--- config.mk ---
export PLATFORM = sky130hd
export DESIGN_NAME = motor_tuning_register_bank
export DESIGN_NICKNAME = d
export VERILOG_FILES = /design/src/rtl/motor_tuning_pkg.sv /design/src/rtl/tach_cfg_if.sv /design/src/rtl/motor_tuning_register_bank.sv /design/src/rtl/tach_divider.sv
export SDC_FILE = /design/constraint.sdc
export NUM_CORES = 1
export LEC_CHECK = 0
export BUFFER_PORTS_ARGS = -buffer_cell sky130_fd_sc_hd__buf_2
export CELL_PAD_IN_SITES_DETAIL_PLACEMENT = 2
export CELL_PAD_IN_SITES_GLOBAL_PLACEMENT = 2
export CORE_ASPECT_RATIO = 1.4
export CORE_MARGIN = 10
export CORE_UTILIZATION = 30
export CTS_BUF_LIST = sky130_fd_sc_hd__clkbuf_8
export DETAILED_ROUTE_END_ITERATION = 12
export PLACE_DENSITY = 0.73
export SLEW_MARGIN = 20
export SYNTH_ARGS = -nofsm -noshare
export SYNTH_HDL_FRONTEND = slang
export SYNTH_HIERARCHICAL = 1
export SYNTH_SLANG_ARGS = --single-unit
--- constraint.sdc ---
create_clock -name clk -period 16.6 [get_ports clk]
set_input_delay 0.83 -clock clk [delete_from_list [all_inputs] [get_ports clk]]
set_output_delay 0.83 -clock clk [all_outputs]
set_load 0.1 [all_outputs]
--- src/rtl/motor_tuning_pkg.sv ---
// Package of constants for the motor tuning register bank.
// Assumes 16-bit register words addressed by an 8-bit register index.
package motor_tuning_pkg;

	// ---------------------------------------------------------------
	// Register indices
	// ---------------------------------------------------------------
	localparam logic [7:0] MOTOR_HALT_REGISTER_ADDR = 8'h60;
	localparam logic [7:0] TACH_RES_WORD_ADDR       = 8'h90;
	localparam logic [7:0] BEMF_ADV_WORD_ADDR       = 8'h91;
	localparam logic [7:0] UNUSED_LO_FIRST          = 8'h37;
	localparam logic [7:0] UNUSED_LO_LAST           = 8'h5f;
	localparam logic [7:0] UNUSED_HI_FIRST          = 8'h61;
	localparam logic [7:0] UNUSED_HI_LAST           = 8'h8f;

	// ---------------------------------------------------------------
	// Field positions
	// ---------------------------------------------------------------
	localparam int MOTOR_HALT_BIT_POS    = 15;
	localparam int DITHER_SELECT_LSB     = 14;
	localparam int TACH_OL_SELECT_LSB    = 12;
	localparam int TACH_DIVIDER_LSB      = 8;
	localparam int CYCLE_ADJUST_POS      = 7;
	localparam int RES_SHIFT_LSB         = 4;
	localparam int RES_MANTISSA_LSB      = 0;
	localparam int BEMF_RSVD_POS         = 15;
	localparam int BEMF_SHIFT_LSB        = 12;
	localparam int BEMF_MANTISSA_LSB     = 8;
	localparam int ADV_MODE_POS          = 7;
	localparam int ADV_SHIFT_LSB         = 4;
	localparam int ADV_MANTISSA_LSB      = 0;

	// Writable bits of the bemf/advance word; bit 15 stays zero
	localparam logic [15:0] BEMF_ADV_WRITE_MASK = 16'h7fff;

	// ---------------------------------------------------------------
	// Reset values
	// ---------------------------------------------------------------
	localparam logic [15:0] TACH_RES_WORD_RESET = 16'h0000;
	localparam logic [15:0] BEMF_ADV_WORD_RESET = 16'h0000;
	localparam logic        MOTOR_HALT_RESET    = 1'b0;

	// ---------------------------------------------------------------
	// Encodings
	// ---------------------------------------------------------------
	typedef enum logic [1:0] {
		DITHER_NONE = 2'h0,
		DITHER_5PCT = 2'h1,
		DITHER_10PCT = 2'h2,
		DITHER_15PCT = 2'h3
	} dither_select_t;

	typedef enum logic [1:0] {
		TACH_OPEN_AND_CLOSED = 2'h0,
		TACH_CLOSED_ONLY     = 2'h1,
		TACH_CLOSED_FIRST_OL = 2'h2,
		TACH_RESERVED        = 2'h3
	} tach_openloop_select_t;

	// Mantissa 4 bits shifted by up to 7 gives 11 bits
	localparam int PARAM_W = 11;
	// Ratio of back-EMF to supply in Q8 (256 = 1.0)
	localparam int RATIO_FRAC_BITS = 8;

endpackage

--- src/rtl/tach_cfg_if.sv ---
// Interface carrying tach configuration from the register bank to the tach divider.
// Assumes both ends run on the same clock.
`timescale 1ns/1ps
`default_nettype none
interface tach_cfg_if;
	import motor_tuning_pkg::*;
	tach_openloop_select_t openloop_select;
	logic [3:0]            divider;
	modport cfg  (output openloop_select, output divider);
	modport tach (input openloop_select, input divider);
endinterface
`default_nettype wire

--- src/rtl/motor_tuning_register_bank.sv ---
// Motor tuning register bank: halt control, tach/resistance and bemf/advance words.
// Assumes the serial register port is already decoded into word strobes on clk.
//
// Overview of operation
// - Addresses 0x37 to 0x5F do nothing
// - Addresses 0x61 to 0x8F do nothing
// - Halt bit is write-only, reads back zero
// - Halt 1 stops motor, 0 re-enables
// - Dither field selects none, 5, 10, 15 percent
// - Tach open-loop field gates tach pulses
// - Tach rate is electrical rate over n+1
// - Cycle adjust bit: full or half cycle
// - Resistance is mantissa shifted by shift count
// - Bemf constant is mantissa shifted by shift
// - Advance mode fixed or scaled by bemf ratio
// - Advance time is mantissa shifted by shift
// - Tach/resistance word resets to zero
// - Pointer 0x90 selects tach/resistance word
`timescale 1ns/1ps
`default_nettype none
module motor_tuning_register_bank (
	input  wire logic                           clk,
	input  wire logic                           rst_n,
	// Decoded register port
	input  wire logic [7:0]                     reg_addr,
	input  wire logic [15:0]                    reg_wdata,
	input  wire logic                           reg_wr_en,
	input  wire logic                           reg_rd_en,
	output var  logic [15:0]                    reg_rdata,
	output var  logic                           reg_rd_valid,
	// Single-location non-volatile access
	input  wire logic [7:0]                     single_access_pointer,
	input  wire logic                           nv_load_en,
	input  wire logic [15:0]                    nv_load_data,
	output var  logic [15:0]                    nv_read_data,
	// Motor-side status
	input  wire logic                           elec_pulse,
	input  wire logic                           closed_loop,
	input  wire logic                           first_open_loop,
	input  wire logic [motor_tuning_pkg::RATIO_FRAC_BITS:0] bemf_ratio_q8,
	// Configuration outputs
	output var  logic                           motor_halt_bit,
	output var  motor_tuning_pkg::dither_select_t dither_select,
	output var  logic                           cycle_adjust_select,
	output var  logic [motor_tuning_pkg::PARAM_W-1:0] resistance_param,
	output var  logic [motor_tuning_pkg::PARAM_W-1:0] bemf_const_param,
	output var  logic                           advance_mode_select,
	output var  logic [motor_tuning_pkg::PARAM_W-1:0] advance_time_param,
	output var  logic                           tach_output
);
	import motor_tuning_pkg::*;

	localparam int PROD_W = PARAM_W + RATIO_FRAC_BITS + 1;

	typedef struct packed {
		logic                halt;
		logic [15:0]         tach_res_word;
		logic [15:0]         bemf_adv_word;
		logic [15:0]         rdata;
		logic                rd_valid;
		logic [15:0]         nv_rdata;
		logic [PARAM_W-1:0]  res_param;
		logic [PARAM_W-1:0]  bemf_param;
		logic [PARAM_W-1:0]  adv_param;
	} bank_state_t;

	bank_state_t state_reg;
	bank_state_t state_next;

	tach_cfg_if tach_cfg ();

	// -----------------------------------------------------------
	// Helpers
	// -----------------------------------------------------------
	function automatic logic [PARAM_W-1:0] expand(input logic [3:0] mant,
	                                              input logic [2:0] shift);
		logic [PARAM_W-1:0] wide;
		wide = {{(PARAM_W-4){1'b0}}, mant};
		return wide << shift;
	endfunction

	function automatic logic [15:0] read_word(input logic [7:0] addr,
	                                          input logic [15:0] tr_word,
	                                          input logic [15:0] ba_word);
		logic [15:0] value;
		value = 16'h0000;
		case (addr)
			// Halt register reads all zero; the halt bit never shows
			MOTOR_HALT_REGISTER_ADDR: value = 16'h0000;
			TACH_RES_WORD_ADDR:       value = tr_word;
			BEMF_ADV_WORD_ADDR:       value = ba_word & BEMF_ADV_WRITE_MASK;
			// Unused ranges and everything else read zero
			default:                  value = 16'h0000;
		endcase
		return value;
	endfunction

	logic [3:0]        adv_mant;
	logic [2:0]        adv_shift;
	logic [PARAM_W-1:0] adv_base;
	logic [PROD_W-1:0] adv_scaled;

	// -----------------------------------------------------------
	// Next-state logic
	// -----------------------------------------------------------
	always_comb begin
		state_next = state_reg;
		state_next.rd_valid = 1'b0;

		// Register writes; unmapped indices fall through untouched
		if (reg_wr_en) begin
			case (reg_addr)
				MOTOR_HALT_REGISTER_ADDR:
					state_next.halt = reg_wdata[MOTOR_HALT_BIT_POS];
				TACH_RES_WORD_ADDR:
					state_next.tach_res_word = reg_wdata;
				BEMF_ADV_WORD_ADDR:
					state_next.bemf_adv_word = reg_wdata & BEMF_ADV_WRITE_MASK;
				default: ;
			endcase
		end else if (nv_load_en) begin
			// Non-volatile load lands on the word the pointer names
			case (single_access_pointer)
				TACH_RES_WORD_ADDR: state_next.tach_res_word = nv_load_data;
				BEMF_ADV_WORD_ADDR:
					state_next.bemf_adv_word = nv_load_data & BEMF_ADV_WRITE_MASK;
				default: ;
			endcase
		end

		if (reg_rd_en) begin
			state_next.rdata    = read_word(reg_addr, state_reg.tach_res_word,
			                                state_reg.bemf_adv_word);
			state_next.rd_valid = 1'b1;
		end
		state_next.nv_rdata = read_word(single_access_pointer, state_reg.tach_res_word,
		                                state_reg.bemf_adv_word);

		// Derived motor parameters, one cycle behind the words
		state_next.res_param = expand(
			state_reg.tach_res_word[RES_MANTISSA_LSB +: 4],
			state_reg.tach_res_word[RES_SHIFT_LSB +: 3]);
		state_next.bemf_param = expand(
			state_reg.bemf_adv_word[BEMF_MANTISSA_LSB +: 4],
			state_reg.bemf_adv_word[BEMF_SHIFT_LSB +: 3]);

		adv_mant   = state_reg.bemf_adv_word[ADV_MANTISSA_LSB +: 4];
		adv_shift  = state_reg.bemf_adv_word[ADV_SHIFT_LSB +: 3];
		adv_base   = expand(adv_mant, adv_shift);
		adv_scaled = PROD_W'(adv_base) * PROD_W'(bemf_ratio_q8);
		// Scaled mode saturates rather than wrap when the scaled result overflows 11 bits
		if (!state_reg.bemf_adv_word[ADV_MODE_POS]) begin
			state_next.adv_param = adv_base;
		end else if (|adv_scaled[PROD_W-1:PARAM_W+RATIO_FRAC_BITS]) begin
			state_next.adv_param = '1;
		end else begin
			state_next.adv_param = adv_scaled[RATIO_FRAC_BITS +: PARAM_W];
		end
	end

	// -----------------------------------------------------------
	// State register
	// -----------------------------------------------------------
	always_ff @(posedge clk) begin
		if (!rst_n) begin
			state_reg               <= '0;
			state_reg.halt          <= MOTOR_HALT_RESET;
			state_reg.tach_res_word <= TACH_RES_WORD_RESET;
			state_reg.bemf_adv_word <= BEMF_ADV_WORD_RESET;
		end else begin
			state_reg <= state_next;
		end
	end

	// -----------------------------------------------------------
	// Outputs and tach divider
	// -----------------------------------------------------------
	assign tach_cfg.openloop_select =
		tach_openloop_select_t'(state_reg.tach_res_word[TACH_OL_SELECT_LSB +: 2]);
	assign tach_cfg.divider = state_reg.tach_res_word[TACH_DIVIDER_LSB +: 4];

	tach_divider u_tach (
		.clk             (clk),
		.rst_n           (rst_n),
		.cfg             (tach_cfg),
		.elec_pulse      (elec_pulse),
		.closed_loop     (closed_loop),
		.first_open_loop (first_open_loop),
		.tach_output     (tach_output)
	);

	assign reg_rdata           = state_reg.rdata;
	assign reg_rd_valid        = state_reg.rd_valid;
	assign nv_read_data        = state_reg.nv_rdata;
	assign motor_halt_bit      = state_reg.halt;
	assign dither_select       =
		dither_select_t'(state_reg.tach_res_word[DITHER_SELECT_LSB +: 2]);
	assign cycle_adjust_select = state_reg.tach_res_word[CYCLE_ADJUST_POS];
	assign advance_mode_select = state_reg.bemf_adv_word[ADV_MODE_POS];
	assign resistance_param    = state_reg.res_param;
	assign bemf_const_param    = state_reg.bemf_param;
	assign advance_time_param  = state_reg.adv_param;
endmodule
`default_nettype wire

--- src/rtl/tach_divider.sv ---
// Tach output generator: divides electrical-revolution events and gates them by loop state.
// Assumes elec_pulse is a one-cycle event synchronous to clk.
`timescale 1ns/1ps
`default_nettype none
module tach_divider (
	input  wire logic clk,
	input  wire logic rst_n,
	tach_cfg_if.tach  cfg,
	input  wire logic elec_pulse,
	input  wire logic closed_loop,
	input  wire logic first_open_loop,
	output var  logic tach_output
);
	import motor_tuning_pkg::*;

	typedef struct packed {
		logic [3:0] count;
		logic       pulse;
	} tach_state_t;

	tach_state_t state_reg;
	tach_state_t state_next;
	logic        gate_open;

	// -----------------------------------------------------------
	// Loop-state gating and division
	// -----------------------------------------------------------
	always_comb begin
		case (cfg.openloop_select)
			TACH_OPEN_AND_CLOSED: gate_open = 1'b1;
			TACH_CLOSED_ONLY:     gate_open = closed_loop;
			TACH_CLOSED_FIRST_OL: gate_open = closed_loop | first_open_loop;
			default:              gate_open = 1'b0;
		endcase
		state_next = state_reg;
		state_next.pulse = 1'b0;
		// One output pulse per (n + 1) electrical events
		if (elec_pulse) begin
			if (state_reg.count >= cfg.divider) begin
				state_next.count = 4'h0;
				state_next.pulse = gate_open;
			end else begin
				state_next.count = state_reg.count + 4'h1;
			end
		end
	end

	always_ff @(posedge clk) begin
		if (!rst_n) begin
			state_reg <= '0;
		end else begin
			state_reg <= state_next;
		end
	end

	assign tach_output = state_reg.pulse;
endmodule
`default_nettype wire

# Word-level counts from Yosys, hierarchy flattened
# Cells that the tools add are included.
op_classes:
  n_addsub: 1
  n_mul: 1
  order_cmp: 1
  eq_ne: 9
  shifts: 3
  muxes: 13
  bitwise: 1
  reduce_logical: 8
op_table:
  columns: ["operator", "count"]
  rows:
  - ["$mux W16", 4]
  - ["$mux W32", 2]
  - ["$pmux W16 S2", 2]
  - ["$shl A4 B3 Y11", 3]
  - ["$eq A8 B8 Y1 const B", 4]
  - ["$mux W11", 2]
  - ["$mul A11 B9 Y20", 1]
  - ["$reduce_and A3 Y1", 3]
  - ["$eq A8 B7 Y1 const B", 1]
  - ["$reduce_bool A2 Y1", 3]
  - ["$add A4 B1 Y4 const B", 1]
  - ["$ge A4 B4 Y1", 1]
  - ["$mux W4", 1]
  - ["$ne A2 B1 Y1 const B", 2]
  - ["$pmux W1 S3", 1]
  - ["$eq A2 B1 Y1 const B", 1]
  - ["$eq A2 B2 Y1 const B", 1]
  - ["$logic_not A2 Y1", 1]
  - ["$reduce_and A2 Y1", 1]
  - ["$mux W1", 1]
  - ["$or A1 B1 Y1", 1]
totals:
  regBits: 103
  inputBits: 65
  word_cells: 48

# Longest topological paths before layout
depth:
  ltp_word: 4
  mapped_depth: 22
  depth_no_buf: 21

# Modules after synthesis
# The synthesis kept the hierarchy.
by_module_without_submodules:
  columns: ["module", "instances", "cells_each", "area_each_um2"]
  rows:
  - ["motor_tuning_register_bank", 1, 897, 7817.5]
  - ["tach_divider", 1, 42, 370.4]

# Worst setup path before layout
# Ideal clock, no wire load.
synth_path:
  kind: "reg-to-reg"
  startpoint: "reg state_reg (netlist bit adv_shift[0])"
  endpoint: "reg state_reg (netlist bit advance_time_param[0])"
  arrival_ns: 5.140
  slack_ns: 11.324
  path_stages_with_launch: 22
  path_buffers: 2
  period_less_slack_ns: 5.276
  cell_sequence: "dfxtp_1 -> clkbuf_1 -> mux2i_1 -> mux2_2 -> nor2_1 -> nand2_1 -> fa_1 -> fa_1 -> inv_1 -> fa_1 -> inv_1 -> fa_1 -> inv_1 -> ha_1 -> nand2_1 -> o21ai_0 -> o21bai_1 -> nand3_2 -> o22a_1 -> xnor2_1 -> buf_2 -> a31oi_1"
synth_via:
  elab_chain_len: 4
synth_lines:
  columns: ["element", "line", "rtl"]
  rows:
  - ["start, declared", "motor_tuning_register_bank.sv:67", "bank_state_t state_reg;"]
  - ["start signal, assigned", "motor_tuning_register_bank.sv:171", "state_reg <= state_next;"]
  - ["$shl A4 B3 Y11 (*)", "motor_tuning_register_bank.sv:79", "return wide << shift;"]
  - ["$mul A11 B9 Y20", "motor_tuning_register_bank.sv:150", "adv_scaled = PROD_W'(adv_base) * PROD_W'(bemf_ratio_q8);"]
  - ["$mux W11", "motor_tuning_register_bank.sv:154", "end else if (|adv_scaled[PROD_W-1:PARAM_W+RATIO_FRAC_BITS]) begin"]
  - ["$mux W11 (*)", "motor_tuning_register_bank.sv:152", "if (!state_reg.bemf_adv_word[ADV_MODE_POS]) begin"]
# Mark *: on every way between the ends. The rest lies on a longest branch, timed or not.
# A chain may end at the register's enable or synchronous reset.

# Worst setup path after layout
layout_path:
  startpoint: "reg state_reg (netlist bit adv_shift[2])"
  endpoint: "reg state_reg (netlist bit advance_time_param[0])"
# The elaborated chain is that of the path after synthesis.

==> results.md <==
* Post-DP HPWL at between 20000 and 25000 um
* CTS Buf Count at 9
* Setup WS post-layout at 9.93 ns
* Horiz. Die Dim at roughly 160 um
* CTS max path bufs at 2
* Core area at ~27000 um2
* Initial antenna violation count at 0
* Drt total wl at roughly 27000 um
* GRT Total Usage at between 15 and 20%
* Row count at between 70 and 80
* Min Hold Slack at between 0.4 and 0.5 ns
* Fill cell count at ~3100
* GP Congestion at roughly 0.83
* P per Cell Area at 51.1 nW/um2
* Skew-Pair Late Insertion Delay at between 0.3 and 0.4 ns
* IO buf count at ~140
* GRT overflow at 0
* Clk_skew at between 0.015 and 0.02 ns
* Peak VDD IR at approximately 0.000030 V
* CTS sink count at 103
* Vias in the first global route at approximately 7500
* Req. time, crit path at approximately 17 ns
* CTS clk-pin slew, worst paths at about 0.11 ns
* Full die area at ~34000 um2
* Drc violations at 0
* Initial Util at a little under a third
* Top FF cell, synth: dfxtp_1
* Via density at about 5
* Util after Layout at between 30% and 40%
* Final Setup Violations at 0
* Slew Limit Fails at 0
* Hold Crit Class: register to register
* Fmax at ~150 MHz
* Syn Nets at 1108
* Critical Path Start Type: register
* Period minus WS final at ~6.7 ns
* Crit path max fanout at 16
* Worst Path Arrival at 6.90 ns
* Max cap viols at 0
* Lkg Pwr at approximately 0.0046 uW
* Worst slew margin at between 30% and 40%
* Pre-antenna DRT Iters at 4
* Cts hold-fix bufs at 0
* Comb pwr share at between 7 and 8%
* EDFF count, synth at 0
* Status: completed
* First-pass GRT wire length at between 40000 and 50000 um
* Worst Setup End Kind: register
* IO Pins at ~140
* Setup bufs post-CTS at 0
* Hold Vio Cnt, Final at 0
* Nets at 1143
* Post-Syn Area at 8190 um2
* Htree depth at 3
* Synth warnings at 6
* Clock Power Share at between 30% and 40%
* Via Count at 6579
* Critical path type: register to register
* RSZ-0062 raised after global routing: false
* Routed len/inst at about 20 um
* Hold Startpoint: reg_rdata[13]
* NetSw at 116 uW
* Post-synthesis sequential area ratio at between 20% and 30%
* Area Overhead vs Synth at 8.39%
* Reg power frac at a little over half
* Async SR Flop Fraction at 0%
* Pin count of the biggest net entering global routing at 81
* CTS tree: yes
* Avg Cell Area, Syn at ~8.7 um2
* Cells after Synth at 939
* Fin crit share at 40.2%
* Sw Share at 25.5%
* Post-route cell area at 8870 um2
* Worst-Margin Slew at just over 1 ns
* Seq cells post-synth at around 100
* Count of cell types in the netlist at between 50 and 60
* Die Ht at approximately 220 um
* Post-CTS Resized at 0
* DRT antenna net count at 0
* 1st-iter DRT viols at 183
* Post-DP Area at between 8000 and 9000 um2
* Max reg flops at 20
* Share of layout cells above drive strength 1 at roughly a fifth
* Worst slack at placement at approximately 9.9 ns
* N_diodes at 0
* Worst flop-to-flop path startpoint: adv_shift[2]
* Total Neg Setup Slack at 0 ns
* Internal Power at between 300 and 400 uW
* CTS root buffer: clkbuf_8
* Worst Setup SP: adv_shift[2]
Yosys cell counts, types with 3 or more instances:
cell        n  area, um2
nand3b_1    4       30.0
a31oi_1    12       75.1
and2_1     56        350
xnor2_1     8       70.1
o211a_1    33        330
nor2b_1     5       31.3
o31ai_1     3       22.5
clkbuf_1   42        158
a21boi_0   16        120
mux2_2     22        248
xor2_1      3       26.3
nand3_1    28        140
buf_1       5       18.8
nor3_1      6       30.0
o21ai_0    30        150
nor2_1     50        188
fa_1       63       1260
a21oi_1    22        110
nand2_1   119        447
nand2b_1   21        131
dfxtp_1   103       2060
ha_1       41        513
nand4_1     4       25.0
mux2i_1    38        380
and3_1      5       31.3
a21o_1      4       30.0
buf_4      67        503
o21a_1      3       22.5
inv_1      89        334
per-layer routing:
metal,GRT usage [%],vias to the layer above,routed length [um],share of wire [%]
met5,0,-,0,0
met4,5.33,0,672,2.5
met3,2.08,30,700,2.6
met2,31.1,115,15300,57
met1,16.0,3356,10200,38
li1,-,3078,-,-
worst max-delay path, cell delays in order, from the launching register on:
cell and delay (ns):
dfxtp_1 0.70, inv_1 0.19, nor2_1 0.18, a221oi_1 0.11, nor2_1 0.61, nand2_1 0.19, fa_1 0.52, fa_1 0.51
inv_1 0.06, fa_1 0.54, inv_1 0.06, fa_1 0.53, inv_1 0.04, ha_1 0.34, nand2_1 0.11, o21ai_0 0.11
o21bai_1 0.28, nand3_2 0.16, o22a_1 0.21, xnor2_1 0.81, a31oi_1 0.21
cell families after synthesis:
group | share of synthesized area [%]
AND/OR/NAND/NOR | 19.3
buffers and inverters | 12.5
AO/OA/AOI/OAI | 12.5
adder cells (fa/ha/maj) | 21.7
flip-flops | 25.2
multiplexers | 7.67
XOR/XNOR | 1.18
power by group through the flow:
stage	clock (uW)	combinational, uW	sequential, uW
after floorplan	0	18.3	256
after global routing	185	37.3	249
after global placement	0	34.3	254
final	171	34.3	248
after detailed placement	0	34.9	254
after CTS	177	35.0	249
cells in the final DEF (no fill, tap or decap), drive strengths merged, types with 5 or more instances in the layout:
master	count
dfxtp	103
a21oi	23
inv	89
mux2i	38
fa	63
clkbuf	11
nand3	30
buf	140
nand2	119
o211a	33
mux2	22
nor2b	6
nand2b	22
xnor2	8
a21boi	16
nor3	6
a31oi	12
ha	41
o21ai	33
and2	56
nor2	51
and3	5
cell type report:
class	count	area [um2]	area share (%)
clock inverters	5	56.3	0.634
flip-flops and latches	103	2060	23.2
clock buffers	11	151	1.71
repair buffers	140	711	8.01
multi-input cells	631	5100	57.5
well taps	365	457	5.15
inverters	89	334	3.76
per-stage QoR:
step | total power, uW | instances
3_5_place_dp | 289 | 1328
2_1_floorplan | 274 | 939
5_1_grt | 472 | 1344
6_report | 454 | 1344
4_1_cts | 461 | 1344
3_3_place_gp | 288 | 1328
worst paths after layout:
| check | endpoint | slack, ns | cells past startpoint |
|---|---|---|---|
| min | reg_rdata[13] | 0.48 | 2 |
| max | advance_time_param[0] | 9.93 | 20 |
| max reg2reg | advance_time_param[0] | 9.93 | 20 |
| min reg2reg | reg_rdata[13] | 0.48 | 2 |
(Power assumes the default switching activity.)
